===== config.mk =====
export PLATFORM = sky130hd
export DESIGN_NAME = vbi_data_slicer
export DESIGN_NICKNAME = d
export VERILOG_FILES = /design/src/rtl/vbi_pkg.sv /design/src/rtl/vbi_data_slicer.sv
export VERILOG_INCLUDE_DIRS = /design/src /design/src/rtl
export SDC_FILE = /design/constraint.sdc
export NUM_CORES = 2
export LEC_CHECK = 0
export ABC_AREA = 1
export BUFFER_PORTS_ARGS = -buffer_cell sky130_fd_sc_hd__buf_2
export CORE_UTILIZATION = 55
export CTS_CLUSTER_SIZE = 20
export DETAILED_ROUTE_END_ITERATION = 10
export HOLD_SLACK_MARGIN = 0.1
export PLACE_DENSITY = 0.74
export SYNTH_ARGS = -nofsm -noshare
export SYNTH_HDL_FRONTEND = slang
export SYNTH_SLANG_ARGS = --single-unit

===== constraint.sdc =====
create_clock -name aclk -period 4.57 [get_ports aclk]
set_input_delay 0.914 -clock aclk [delete_from_list [all_inputs] [get_ports aclk]]
set_output_delay 0.914 -clock aclk [all_outputs]
set_load 0.005 [all_outputs]

===== src/rtl/vbi_defs.svh =====
// Register indices, field positions, reset values and timing counts of the VBI data slicer.
// Assumes a 25 MHz processing clock and at most one video sample per clock.
`ifndef VBI_DEFS_SVH
`define VBI_DEFS_SVH
`define VBI_IDX_GLOBAL 8'h40
`define VBI_IDX_LINE_FIRST 8'h41
`define VBI_IDX_LINE_LAST 8'h57
`define VBI_IDX_SLICER_HORIZONTAL_OFFSET_LO 8'h59
`define VBI_IDX_SLICER_VERTICAL_OFFSET_LO 8'h5A
`define VBI_IDX_OFF_HI 8'h5B
`define VBI_IDX_FRAMING 8'h5C
`define VBI_IDX_STATUS 8'h5E
`define VBI_ERRCNT_MSB 1
`define VBI_ERRCNT_LSB 0
`define VBI_SLICER_HORIZONTAL_OFFSET_HI_MSB 2
`define VBI_SLICER_VERTICAL_OFFSET_HI_BIT 4
`define VBI_SLICER_FIELD_OFFSET_BIT 7
`define VBI_GLOBAL_RST 8'h00
`define VBI_LINE_RST 8'hFF
`define VBI_SLICER_HORIZONTAL_OFFSET_RST 11'h000
`define VBI_SLICER_VERTICAL_OFFSET_RST 9'h000
`define VBI_FRAMING_RST 8'h27
`define VBI_LINES 23
`define VBI_LAST_LINE 9'h018
`define VBI_FIRST_LINE 9'h002
`define VBI_SECTION_BYTES 56
`define VBI_HEADER_BYTES 3
`define VBI_SAMPLE_HZ 64'd25000000
`define VBI_RATE_TTX625 64'd6937500
`define VBI_RATE_TTX525 64'd5727200
`define VBI_RATE_CC625 64'd500000
`define VBI_RATE_CC525 64'd503000
`define VBI_RATE_5M 64'd5000000
`define VBI_RATE_VITC625 64'd1812500
`define VBI_RATE_VITC525 64'd1789800
`define VBI_DTO_ONE 64'd16777216
`define VBI_DTO_HALF 24'h800000
`define VBI_RUNIN_BITS 8'h10
`define VBI_FC_WINDOW_BITS 8'h20
`define VBI_FC_TTX 24'h000027
`define VBI_FC_CC 24'h000001
`define VBI_FC_VPS 24'h009951
`define VBI_FC_WSS 24'h1E3C1F
`endif


===== src/rtl/vbi_pkg.sv =====
// Types shared by the VBI data slicer: bus carriers, video input, output stream and state.
// Assumes vbi_defs.svh supplies every number.
package vbi_pkg;
  typedef enum logic [2:0] {
    ST_IDLE = 3'b000, ST_WAIT_H = 3'b001, ST_RUNIN = 3'b010, ST_FRAME = 3'b011, ST_DATA = 3'b100
  } slice_state_t;
  typedef enum logic [1:0] {FCW_DISABLE = 2'b00, FCW_FIXED = 2'b01, FCW_OPEN = 2'b10} fc_window_t;
  typedef enum logic [2:0] {
    REG_NONE = 3'b000, REG_GLOBAL = 3'b001, REG_LINE = 3'b010, REG_SLICER_HORIZONTAL_OFFSET_LO = 3'b011,
    REG_SLICER_VERTICAL_OFFSET_LO = 3'b100, REG_OFF_HI = 3'b101, REG_FRAMING = 3'b110, REG_STATUS = 3'b111
  } reg_sel_t;
  typedef struct packed {
    logic [23:0] inc;
    logic [23:0] fc;
    logic [4:0] fc_len;
    fc_window_t window;
    logic ham;
  } std_param_t;
  typedef struct packed {
    logic awvalid; logic [11:0] awaddr; logic wvalid; logic [31:0] wdata; logic [3:0] wstrb;
    logic bready; logic arvalid; logic [11:0] araddr; logic rready;
  } axil_req_t;
  typedef struct packed {
    logic awready; logic wready; logic bvalid; logic [1:0] bresp;
    logic arready; logic rvalid; logic [31:0] rdata; logic [1:0] rresp;
  } axil_rsp_t;
  typedef struct packed {
    logic sample_valid; logic [7:0] sample;
    logic horizontal_reference; logic vertical_trigger; logic field_id;
  } video_in_t;
  typedef struct packed {
    logic valid; logic header; logic [7:0] data;
  } vbi_out_t;
  typedef struct packed {
    axil_rsp_t rsp;
    logic aw_held; logic w_held; logic [11:0] awaddr; logic [31:0] wdata; logic [3:0] wstrb;
    logic [7:0] global_cfg; logic [22:0][7:0] line_std;
    logic [10:0] slicer_horizontal_offset; logic [8:0] slicer_vertical_offset; logic slicer_field_offset; logic [7:0] prog_fc;
    logic horizontal_reference_d; logic vtrig_d; logic field; logic [8:0] vcnt; logic [10:0] hcnt;
    slice_state_t st; logic [3:0] code; logic [8:0] line_no; std_param_t prm;
    logic [23:0] phase; logic [23:0] sr; logic [7:0] bitcnt; logic lvl;
    logic [7:0] vmin; logic [7:0] vmax; logic [7:0] byte_sh; logic [2:0] byte_bits;
    logic [5:0] byte_cnt; logic [1:0] ham_err;
    logic [1:0][55:0][7:0] mem; logic wsel; logic [1:0] full;
    logic [1:0][5:0] sec_len; logic [1:0][8:0] sec_line; logic [1:0][3:0] sec_code;
    logic [1:0] sec_field; logic rsel; logic [5:0] ridx;
    logic [1:0][8:0] fifo; logic [1:0] fcnt; logic overflow;
  } vbi_state_t;
endpackage


===== src/rtl/vbi_data_slicer.sv =====
// VBI data slicer: per-line standard selection, run-in phase recovery, framing search,
// byte assembly into a two-section line buffer and a header-led byte stream.
// Assumes the decoder front end runs on aclk and the stream sink is on aclk too.
//
// The address map and register access over AXI4-Lite were decided locally.
`timescale 1ns/1ps
`include "vbi_defs.svh"

// How it works
// - Recover phase in run-in, slice, assemble bytes.
// - Two buffer sections of 56 bytes each.
// - Lines 2-24 use per-field 4-bit codes.
// - Line 24 code covers rest of field.
// - Horizontal, vertical, field offsets position the window.
// - Offsets count from falling trigger edges.
// - Teletext rates, framing 27H, Hamming checked.
// - Closed caption rates, framing 001.
// - VPS and WSS at 5 Mbit/s.
// - Time codes with programmable framing.
// - Types 0110, 0111, 1111 are not sliced.
// - Types 1011, 1110: open window, programmable.
// - Whole line collected before transfer requested.
// - Streamed line led by number/standard header.
module vbi_data_slicer import vbi_pkg::*; (
  // Clock and reset
  input wire logic aclk,
  input wire logic aresetn,
  // AXI4-Lite register port
  input wire axil_req_t axi_req,
  output axil_rsp_t axi_rsp,
  // Digitised video and trigger references from the decoder
  input wire video_in_t video_in,
  // Sliced byte stream
  output vbi_out_t vbi_out,
  input wire logic out_ready
);

  vbi_state_t s;
  vbi_state_t n;

  function automatic reg_sel_t reg_decode(input logic [11:0] addr);
    logic [7:0] idx;
    idx = addr[9:2];
    if (addr[11:10] != 2'b00 || addr[1:0] != 2'b00) return REG_NONE;
    if (idx >= `VBI_IDX_LINE_FIRST && idx <= `VBI_IDX_LINE_LAST) return REG_LINE;
    case (idx)
      `VBI_IDX_GLOBAL: return REG_GLOBAL;
      `VBI_IDX_SLICER_HORIZONTAL_OFFSET_LO: return REG_SLICER_HORIZONTAL_OFFSET_LO;
      `VBI_IDX_SLICER_VERTICAL_OFFSET_LO: return REG_SLICER_VERTICAL_OFFSET_LO;
      `VBI_IDX_OFF_HI: return REG_OFF_HI;
      `VBI_IDX_FRAMING: return REG_FRAMING;
      `VBI_IDX_STATUS: return REG_STATUS;
      default: return REG_NONE;
    endcase
  endfunction

  function automatic logic [4:0] line_index(input logic [11:0] addr);
    logic [7:0] d;
    d = addr[9:2] - `VBI_IDX_LINE_FIRST;
    return d[4:0];
  endfunction

  function automatic logic [23:0] dto_inc(input logic [63:0] rate);
    logic [63:0] q;
    q = rate * `VBI_DTO_ONE / `VBI_SAMPLE_HZ;
    return q[23:0];
  endfunction

  // Maps a data type code to its bit rate, framing code and framing window.
  function automatic std_param_t std_param(input logic [3:0] code, input logic [7:0] pfc);
    std_param_t p;
    p = '{inc: dto_inc(`VBI_RATE_5M), fc: {16'h0000, pfc}, fc_len: 5'd8,
          window: FCW_OPEN, ham: 1'b0};
    case (code)
      4'h0: p = '{dto_inc(`VBI_RATE_TTX625), `VBI_FC_TTX, 5'd8, FCW_FIXED, 1'b1};
      4'h4: p = '{dto_inc(`VBI_RATE_TTX525), `VBI_FC_TTX, 5'd8, FCW_FIXED, 1'b1};
      4'h1: p = '{dto_inc(`VBI_RATE_CC625), `VBI_FC_CC, 5'd3, FCW_FIXED, 1'b0};
      4'h5: p = '{dto_inc(`VBI_RATE_CC525), `VBI_FC_CC, 5'd3, FCW_FIXED, 1'b0};
      4'h2: p = '{dto_inc(`VBI_RATE_5M), `VBI_FC_VPS, 5'd16, FCW_FIXED, 1'b0};
      4'h3: p = '{dto_inc(`VBI_RATE_5M), `VBI_FC_WSS, 5'd24, FCW_FIXED, 1'b0};
      4'h6, 4'h7, 4'hF: p.window = FCW_DISABLE;
      4'h8: p = '{dto_inc(`VBI_RATE_TTX625), {16'h0000, pfc}, 5'd8, FCW_FIXED, 1'b0};
      4'h9: p = '{dto_inc(`VBI_RATE_VITC625), {16'h0000, pfc}, 5'd8, FCW_FIXED, 1'b0};
      4'hA: p = '{dto_inc(`VBI_RATE_VITC525), {16'h0000, pfc}, 5'd8, FCW_FIXED, 1'b0};
      4'hC, 4'hD: p = '{dto_inc(`VBI_RATE_TTX525), {16'h0000, pfc}, 5'd8, FCW_FIXED, 1'b0};
      default: p.window = FCW_OPEN;
    endcase
    return p;
  endfunction

  // Odd-parity Hamming 8/4 byte check; all four tests must pass.
  function automatic logic ham84_ok(input logic [7:0] b);
    return (b[0] ^ b[1] ^ b[5] ^ b[7]) & (b[1] ^ b[2] ^ b[3] ^ b[7]) &
           (b[1] ^ b[3] ^ b[4] ^ b[5]) & (^b);
  endfunction

  reg_sel_t wsel_reg;
  reg_sel_t rsel_reg;
  logic hfall;
  logic vfall;
  logic [8:0] vnext;
  logic [8:0] line_calc;
  logic [4:0] lcr_idx;
  logic [7:0] lcr_byte;
  logic [3:0] code_calc;
  std_param_t prm_calc;
  logic [8:0] thr_sum;
  logic bitv;
  logic [24:0] acc;
  logic [23:0] sr_new;
  logic [23:0] fc_mask;
  logic [7:0] byte_new;
  logic do_commit;
  logic [5:0] c_len;
  logic [1:0] c_err;
  logic [1:0] c1;
  logic pop;
  logic [7:0] rd_byte;
  logic [5:0] rd_data_idx;

  assign axi_rsp = s.rsp;
  assign vbi_out = '{valid: (s.fcnt != 2'd0), header: s.fifo[0][8], data: s.fifo[0][7:0]};

  always_comb begin
    n = s;
    wsel_reg = reg_decode(s.awaddr);
    rsel_reg = reg_decode(axi_req.araddr);
    do_commit = 1'b0;
    c_len = s.byte_cnt;
    c_err = s.ham_err;
    vnext = 9'h000;
    line_calc = 9'h000;
    lcr_idx = 5'd0;
    lcr_byte = 8'h00;
    code_calc = 4'hF;
    prm_calc = s.prm;
    thr_sum = {1'b0, s.vmax} + {1'b0, s.vmin};
    bitv = video_in.sample > thr_sum[8:1];
    acc = {1'b0, s.phase} + {1'b0, s.prm.inc};
    sr_new = {s.sr[22:0], bitv};
    fc_mask = 24'(~(25'h1FFFFFF << s.prm.fc_len));
    byte_new = {bitv, s.byte_sh[7:1]};
    rd_byte = 8'h00;
    rd_data_idx = 6'd0;

    // Register writes: address and data are taken in either order.
    if (axi_req.awvalid && s.rsp.awready) begin
      n.awaddr = axi_req.awaddr;
      n.aw_held = 1'b1;
      n.rsp.awready = 1'b0;
    end
    if (axi_req.wvalid && s.rsp.wready) begin
      n.wdata = axi_req.wdata;
      n.wstrb = axi_req.wstrb;
      n.w_held = 1'b1;
      n.rsp.wready = 1'b0;
    end
    if (s.aw_held && s.w_held && !s.rsp.bvalid) begin
      n.rsp.bvalid = 1'b1;
      n.rsp.bresp = (wsel_reg == REG_NONE) ? 2'b10 : 2'b00;
      if (s.wstrb[0]) begin
        case (wsel_reg)
          REG_GLOBAL: n.global_cfg = s.wdata[7:0];
          REG_LINE: n.line_std[line_index(s.awaddr)] = s.wdata[7:0];
          REG_SLICER_HORIZONTAL_OFFSET_LO: n.slicer_horizontal_offset[7:0] = s.wdata[7:0];
          REG_SLICER_VERTICAL_OFFSET_LO: n.slicer_vertical_offset[7:0] = s.wdata[7:0];
          REG_OFF_HI: begin
            n.slicer_horizontal_offset[10:8] = s.wdata[`VBI_SLICER_HORIZONTAL_OFFSET_HI_MSB:0];
            n.slicer_vertical_offset[8] = s.wdata[`VBI_SLICER_VERTICAL_OFFSET_HI_BIT];
            n.slicer_field_offset = s.wdata[`VBI_SLICER_FIELD_OFFSET_BIT];
          end
          REG_FRAMING: n.prog_fc = s.wdata[7:0];
          REG_STATUS: if (s.wdata[0]) n.overflow = 1'b0;
          default: n.overflow = s.overflow;
        endcase
      end
    end
    if (s.rsp.bvalid && axi_req.bready) begin
      n.rsp.bvalid = 1'b0;
      n.aw_held = 1'b0;
      n.w_held = 1'b0;
      n.rsp.awready = 1'b1;
      n.rsp.wready = 1'b1;
    end

    // Register reads.
    if (axi_req.arvalid && s.rsp.arready) begin
      n.rsp.arready = 1'b0;
      n.rsp.rvalid = 1'b1;
      n.rsp.rresp = (rsel_reg == REG_NONE) ? 2'b10 : 2'b00;
      case (rsel_reg)
        REG_GLOBAL: n.rsp.rdata = {24'h000000, s.global_cfg};
        REG_LINE: n.rsp.rdata = {24'h000000, s.line_std[line_index(axi_req.araddr)]};
        REG_SLICER_HORIZONTAL_OFFSET_LO: n.rsp.rdata = {24'h000000, s.slicer_horizontal_offset[7:0]};
        REG_SLICER_VERTICAL_OFFSET_LO: n.rsp.rdata = {24'h000000, s.slicer_vertical_offset[7:0]};
        REG_OFF_HI: n.rsp.rdata = {24'h000000, s.slicer_field_offset, 2'b00, s.slicer_vertical_offset[8], 1'b0, s.slicer_horizontal_offset[10:8]};
        REG_FRAMING: n.rsp.rdata = {24'h000000, s.prog_fc};
        REG_STATUS: n.rsp.rdata = {12'h000, s.line_no, s.st, s.full, s.wsel, s.rsel, 3'b000,
                                   s.overflow};
        default: n.rsp.rdata = 32'h00000000;
      endcase
    end
    if (s.rsp.rvalid && axi_req.rready) begin
      n.rsp.rvalid = 1'b0;
      n.rsp.arready = 1'b1;
    end

    // Trigger edges: offsets count from falling edges of the references.
    n.horizontal_reference_d = video_in.horizontal_reference;
    n.vtrig_d = video_in.vertical_trigger;
    hfall = s.horizontal_reference_d & ~video_in.horizontal_reference;
    vfall = s.vtrig_d & ~video_in.vertical_trigger;
    if (vfall) begin
      n.vcnt = 9'h000;
      n.field = video_in.field_id ^ s.slicer_field_offset;
    end

    if (hfall) begin
      if (s.st == ST_DATA && s.byte_cnt != 6'd0) do_commit = 1'b1;
      vnext = vfall ? 9'h000 : s.vcnt + 9'h001;
      n.vcnt = vnext;
      n.hcnt = 11'h000;
      line_calc = vnext - s.slicer_vertical_offset;
      if (line_calc > `VBI_LAST_LINE) begin
        lcr_idx = 5'(`VBI_LINES - 1);
      end else if (line_calc >= `VBI_FIRST_LINE) begin
        lcr_idx = 5'(line_calc - `VBI_FIRST_LINE);
      end
      lcr_byte = s.line_std[lcr_idx];
      code_calc = n.field ? lcr_byte[7:4] : lcr_byte[3:0];
      prm_calc = std_param(code_calc, s.prog_fc);
      n.line_no = line_calc;
      n.code = code_calc;
      n.prm = prm_calc;
      n.st = ST_IDLE;
      if (vnext >= s.slicer_vertical_offset && line_calc >= `VBI_FIRST_LINE && prm_calc.window != FCW_DISABLE) begin
        // A line is dropped whole if the section wsel names before any commit on this edge is still waiting.
        if (s.full[s.wsel]) n.overflow = 1'b1;
        else n.st = ST_WAIT_H;
      end
    end else if (video_in.sample_valid) begin
      n.hcnt = s.hcnt + 11'h001;
      case (s.st)
        ST_WAIT_H: begin
          if (s.hcnt == s.slicer_horizontal_offset) begin
            n.st = ST_RUNIN;
            n.phase = 24'h000000;
            n.bitcnt = 8'h00;
            n.vmin = 8'hFF;
            n.vmax = 8'h00;
            n.lvl = 1'b0;
            n.sr = 24'h000000;
            n.byte_cnt = 6'd0;
            n.byte_bits = 3'd0;
            n.ham_err = 2'd0;
          end
        end
        ST_RUNIN, ST_FRAME, ST_DATA: begin
          if (s.st == ST_RUNIN) begin
            if (video_in.sample < s.vmin) n.vmin = video_in.sample;
            if (video_in.sample > s.vmax) n.vmax = video_in.sample;
          end
          n.lvl = bitv;
          if (s.st == ST_RUNIN && bitv != s.lvl) begin
            // Each run-in edge realigns the bit clock so sampling lands mid-bit.
            n.phase = `VBI_DTO_HALF;
          end else begin
            n.phase = acc[23:0];
            if (acc[24]) begin
              n.sr = sr_new;
              n.bitcnt = (s.bitcnt == 8'hFF) ? s.bitcnt : s.bitcnt + 8'h01;
              case (s.st)
                ST_RUNIN: begin
                  if (s.bitcnt + 8'h01 >= `VBI_RUNIN_BITS) begin
                    n.st = ST_FRAME;
                    n.bitcnt = 8'h00;
                  end
                end
                ST_FRAME: begin
                  if (((sr_new ^ s.prm.fc) & fc_mask) == 24'h000000) begin
                    n.st = ST_DATA;
                  end else if (s.prm.window == FCW_FIXED && s.bitcnt >= `VBI_FC_WINDOW_BITS) begin
                    n.st = ST_IDLE;
                  end
                end
                default: begin
                  n.byte_sh = byte_new;
                  n.byte_bits = s.byte_bits + 3'd1;
                  if (s.byte_bits == 3'd7) begin
                    n.mem[s.wsel][s.byte_cnt] = byte_new;
                    n.byte_cnt = s.byte_cnt + 6'd1;
                    if (s.prm.ham && s.byte_cnt < 6'd2 && !ham84_ok(byte_new)) begin
                      n.ham_err = s.ham_err + 2'd1;
                    end
                    if (s.byte_cnt == 6'(`VBI_SECTION_BYTES - 1)) begin
                      do_commit = 1'b1;
                      c_len = n.byte_cnt;
                      c_err = n.ham_err;
                      n.st = ST_IDLE;
                    end
                  end
                end
              endcase
            end
          end
        end
        default: n.st = ST_IDLE;
      endcase
    end

    // Two-entry output buffer; the reader stalls when both entries are still taken after this cycle's pop.
    pop = (s.fcnt != 2'd0) && out_ready;
    c1 = s.fcnt - {1'b0, pop};
    if (pop) n.fifo[0] = s.fifo[1];
    n.fcnt = c1;
    if (s.full[s.rsel] && c1 != 2'd2) begin
      rd_data_idx = s.ridx - 6'(`VBI_HEADER_BYTES);
      case (s.ridx)
        6'd0: rd_byte = s.sec_line[s.rsel][7:0];
        6'd1: rd_byte = {s.sec_line[s.rsel][8], s.sec_field[s.rsel], 2'b00, s.sec_code[s.rsel]};
        6'd2: rd_byte = {2'b00, s.sec_len[s.rsel]};
        default: rd_byte = s.mem[s.rsel][rd_data_idx];
      endcase
      n.fifo[c1[0]] = {(s.ridx < 6'(`VBI_HEADER_BYTES)), rd_byte};
      n.fcnt = c1 + 2'd1;
      n.ridx = s.ridx + 6'd1;
      if (s.ridx == s.sec_len[s.rsel] + 6'(`VBI_HEADER_BYTES - 1)) begin
        n.full[s.rsel] = 1'b0;
        n.ridx = 6'd0;
        n.rsel = ~s.rsel;
      end
    end

    // A finished line becomes visible to the reader only when complete.
    if (do_commit && (!s.prm.ham || c_err <= s.global_cfg[`VBI_ERRCNT_MSB:`VBI_ERRCNT_LSB])) begin
      n.full[s.wsel] = 1'b1;
      n.sec_len[s.wsel] = c_len;
      n.sec_line[s.wsel] = s.line_no;
      n.sec_code[s.wsel] = s.code;
      n.sec_field[s.wsel] = s.field;
      n.wsel = ~s.wsel;
    end
  end

  always_ff @(posedge aclk) begin
    if (!aresetn) begin
      s <= '0;
      s.rsp.awready <= 1'b1;
      s.rsp.wready <= 1'b1;
      s.rsp.arready <= 1'b1;
      s.global_cfg <= `VBI_GLOBAL_RST;
      s.line_std <= {`VBI_LINES{`VBI_LINE_RST}};
      s.slicer_horizontal_offset <= `VBI_SLICER_HORIZONTAL_OFFSET_RST;
      s.slicer_vertical_offset <= `VBI_SLICER_VERTICAL_OFFSET_RST;
      s.prog_fc <= `VBI_FRAMING_RST;
      s.code <= 4'hF;
    end else begin
      s <= n;
    end
  end

endmodule // vbi_data_slicer


==> results.md <==
- Hold_ws: 332 ps
- Met1 usage in global routing: 45.9%
- EDFF count, synth: 0
- Final Skew: 25.3 ps
- TritonCTS clock tree: built
- 1st-pass router iterations: 8
- Post-synthesis mux area share: 0.0305%
- Final Cell Area: 0.0740 mm²
- Pwr Density: 397 mW/mm²
- Max stage delay on crit path: 370 ps
- First-pass GRT wire length: 323000 µm
- Inserted Clock Buffers: 150
- Worst Hold Class: input port to register
- Avg Inst Size Synth: 7.12 µm²
- CTS Sinks: 1404
- Failing checks: negative setup slack
- Mapped Cells: 9212
- GR Layer Usage met2: 49.8%
- Total Routing Usage GR: 32.9%
- Max-cap violations: 0
- Largest fanout on the critical path: 8
- Fraction of registers with async set/reset: 0%
- Synth Warn #: 0
- Worst setup path class: register to register
- CTS root buf: clkbuf_16
- Largest net degree at the start of global routing: 255
- Sequential share of the synthesized area: 42.8%
- Status: finished, violations left
- Post-route worst setup slack: -92.9 ps
- Rel. slew slack: 23.5%
- P_leak: 0.0306 µW
- Share of layout cells above drive strength 1: 10.2%
- Critical path arrival: 5290 ps
- Final-report setup violation count: 21
- Complex-gate fraction of the synthesized area: 28.0%
- Detailed-route vias per instance: 6.06
- CTS H-Tree Depth: 4
- DIE AREA: 0.121 mm²
- Routed wire length: 208000 µm
- Util after Layout: 62.6%
- Final net count: 9162
- Die H: 347 µm
- Nature of the critical path endpoint: register
- Remaining global-route overflow: 0
- First DRT Iteration DRCs: 7499
- CP max stage cell: dfxtp_4
- Most used cell, CP: nand2_1
- Synthesized cell area: 0.0656 mm²
- Initial antenna violation count: 5
- Worst Path Required: 5200 ps
- Power consumption: 29400 µW
- Post-DRT Antenna Nets: 0
- Final Cycle Share: 102%
- Io pins: 131
- Die Wd: 347 µm
- Routed via count: 64528
- Area share of fa/ha/maj cells after synthesis: 1.71%
- Buffers on Ports: 89
- Row Count: 126
- Drt wl/cell: 19.6 µm
- RSZ-0062 raised after global routing: true
- Worst-Margin Slew: 1140 ps
- Period minus WS final: 4660 ps
- Top achievable clock speed: 214 MHz
- Vias in the first global route: 57897
- Clock tree buffer depth: 3
- Unique masters post-synth: 63
- Xor and xnor area share after synthesis: 0.825%
- Slew Limit Fails: 0
- DRC: 0
- Largest family of logic cells by synthesized area: compound AO/OA/AOI/OAI gates
- Startpoint types: register
- Clock latency at the later pin of the worst-skew pair: 790 ps
- Peak VDD IR: 0.388 mV
- Placed Area: 0.0670 mm²
- GRT busiest layer: met2
- Clock slew at reported path FFs: 60 ps
- DP HPWL: 129000 µm
- Gp weighted congestion: 0.961
- Top_reg_cell synth: dfxtp_1
- Pre-CTS setup slack: -746 ps
- Final Hold Fails: 0
- Core Box Area: 0.118 mm²
- Post-Synth Simple-Gate Area: 17.8%
- Starting density of the core: 55.5%
- Layout area overhead: 12.8%
- Grt met3 use: 6.67%
- #FFs+latches synth: 1404
-- power by group --
part	switching (µW)	leakage [µW]	internal (µW)
registers	148	0.0113	12400
logic	2800	0.0168	1350
clock network	5130	0.00252	7560
-- critical path: cells and delay by family, from the launching register on --
kind                     cells  cell delay [ps]
buffers and inverters        8              830
flip-flops                   1              370
adder cells (fa/ha/maj)      1              340
AND/OR/NAND/NOR             22             2370
AO/OA/AOI/OAI                4              580
-- state kept, by name (all words and copies together), names as in the netlist --
register / cells
vbi_out: 9
axi_rsp: 27
s: 1361
byte_new: 7
-- path summary, 6_finish.rpt --
check | slack (ps) | from | endpoint | depth (start not counted)
setup / recovery | -90 | s[1142]$_SDFFE_PN0P_ | s[1098]$_SDFFE_PN0P_ | 35
hold / removal | 330 | video_in[1] | s[1152]$_SDFF_PN0_ | 3
setup reg to reg | -90 | s[1142]$_SDFFE_PN0P_ | s[1098]$_SDFFE_PN0P_ | 35
hold reg to reg | 440 | s[773]$_SDFFE_PN0P_ | s[773]$_SDFFE_PN0P_ | 2
-- layout by cell type, fill, tap and decap left out, types with 15 or more instances in the layout --
master,instances
nand2_4,19
nand2_1,933
nand4_1,15
a21oi_1,1138
buf_4,187
clkbuf_16,167
xor2_1,42
clkbuf_1,27
o221ai_1,78
nor2_2,107
inv_1,662
xnor2_1,16
inv_2,23
o21ai_0,1584
buf_12,33
a211oi_1,47
a31oi_1,16
nand3_2,42
nor3_1,41
ha_1,81
nand2_2,44
o311ai_0,16
o211ai_1,324
clkinv_1,24
o22ai_1,54
dfxtp_1,1395
nor2_4,17
clkinv_2,20
a22oi_1,17
o21ai_1,15
nand3_1,454
clkbuf_8,32
nor2_1,1124
buf_6,23
buf_2,88
-- what timing repair did --
item	in CTS	in global routing
resized for setup	28	319
hold buffers	0	0
setup endpoints to repair	52	529
buffers inserted	9	29
gates cloned	4	11
pin swaps	14	82
-- cell usage after synthesis, drive strengths merged (2+ instances only) --
library cell	count	area share, %
nor3b	4	0.046
o21ai	1609	12
nand4	16	0.16
o32ai	2	0.027
clkinv	30	0.17
o21a	5	0.057
a21o	2	0.023
o21bai	5	0.063
buf	189	1.6
a32o	3	0.046
o311ai	16	0.21
nor4	9	0.095
nor3	45	0.35
nor2	1248	7.3
o22ai	56	0.53
a21oi	1150	8.8
a22o	2	0.027
a31oi	16	0.15
a221oi	9	0.12
o31ai	8	0.092
dfxtp	1404	43
o211ai	324	3.7
xnor2	16	0.21
mux2i	2	0.031
or2	15	0.14
fa	3	0.092
nand3	507	3.9
xor2	45	0.61
a22oi	17	0.19
a211oi	47	0.54
nand2	997	5.7
inv	693	4.0
clkbuf	546	3.1
o221ai	78	1.0
ha	85	1.6
-- routing by layer --
metal | vias up | part of all wire [%]
met2 | 2967 | 44
met1 | 30222 | 43
met4 | 4 | 3.5
li1 | 30835 | -
met5 | - | 0.012
met3 | 500 | 9.5
-- per-stage QoR --
stage                     TNS [ps]  std cells
final                         -791      10642
after CTS                        0      10601
after global placement      -22860      10325
after global routing         -8530      10642
after detailed placement    -25160      10325
after floorplan                  0       9225
-- kinds of logic after synthesis --
kind of cell             count (synthesis)
adder cells (fa/ha/maj)                 88
other                                    1
XOR/XNOR                                61
multiplexers                             2
flip-flops                            1404
buffers and inverters                 1458
AO/OA/AOI/OAI                         3354
AND/OR/NAND/NOR                       2844
-- layout make-up --
| class | instances | area (µm²) |
|---|---|---|
| Antenna cell | 1 | 2.50 |
| Clock buffer | 217 | 4500 |
| Clock inverter | 46 | 643 |
| Fill cell | 10484 | 44200 |
| Inverter | 723 | 2770 |
| Multi-Input combinational cell | 6363 | 32800 |
| Sequential cell | 1404 | 28100 |
| Tap cell | 1536 | 1920 |
| Timing Repair Buffer | 352 | 3230 |
No activity file was read; power rests on OpenSTA's default activity.
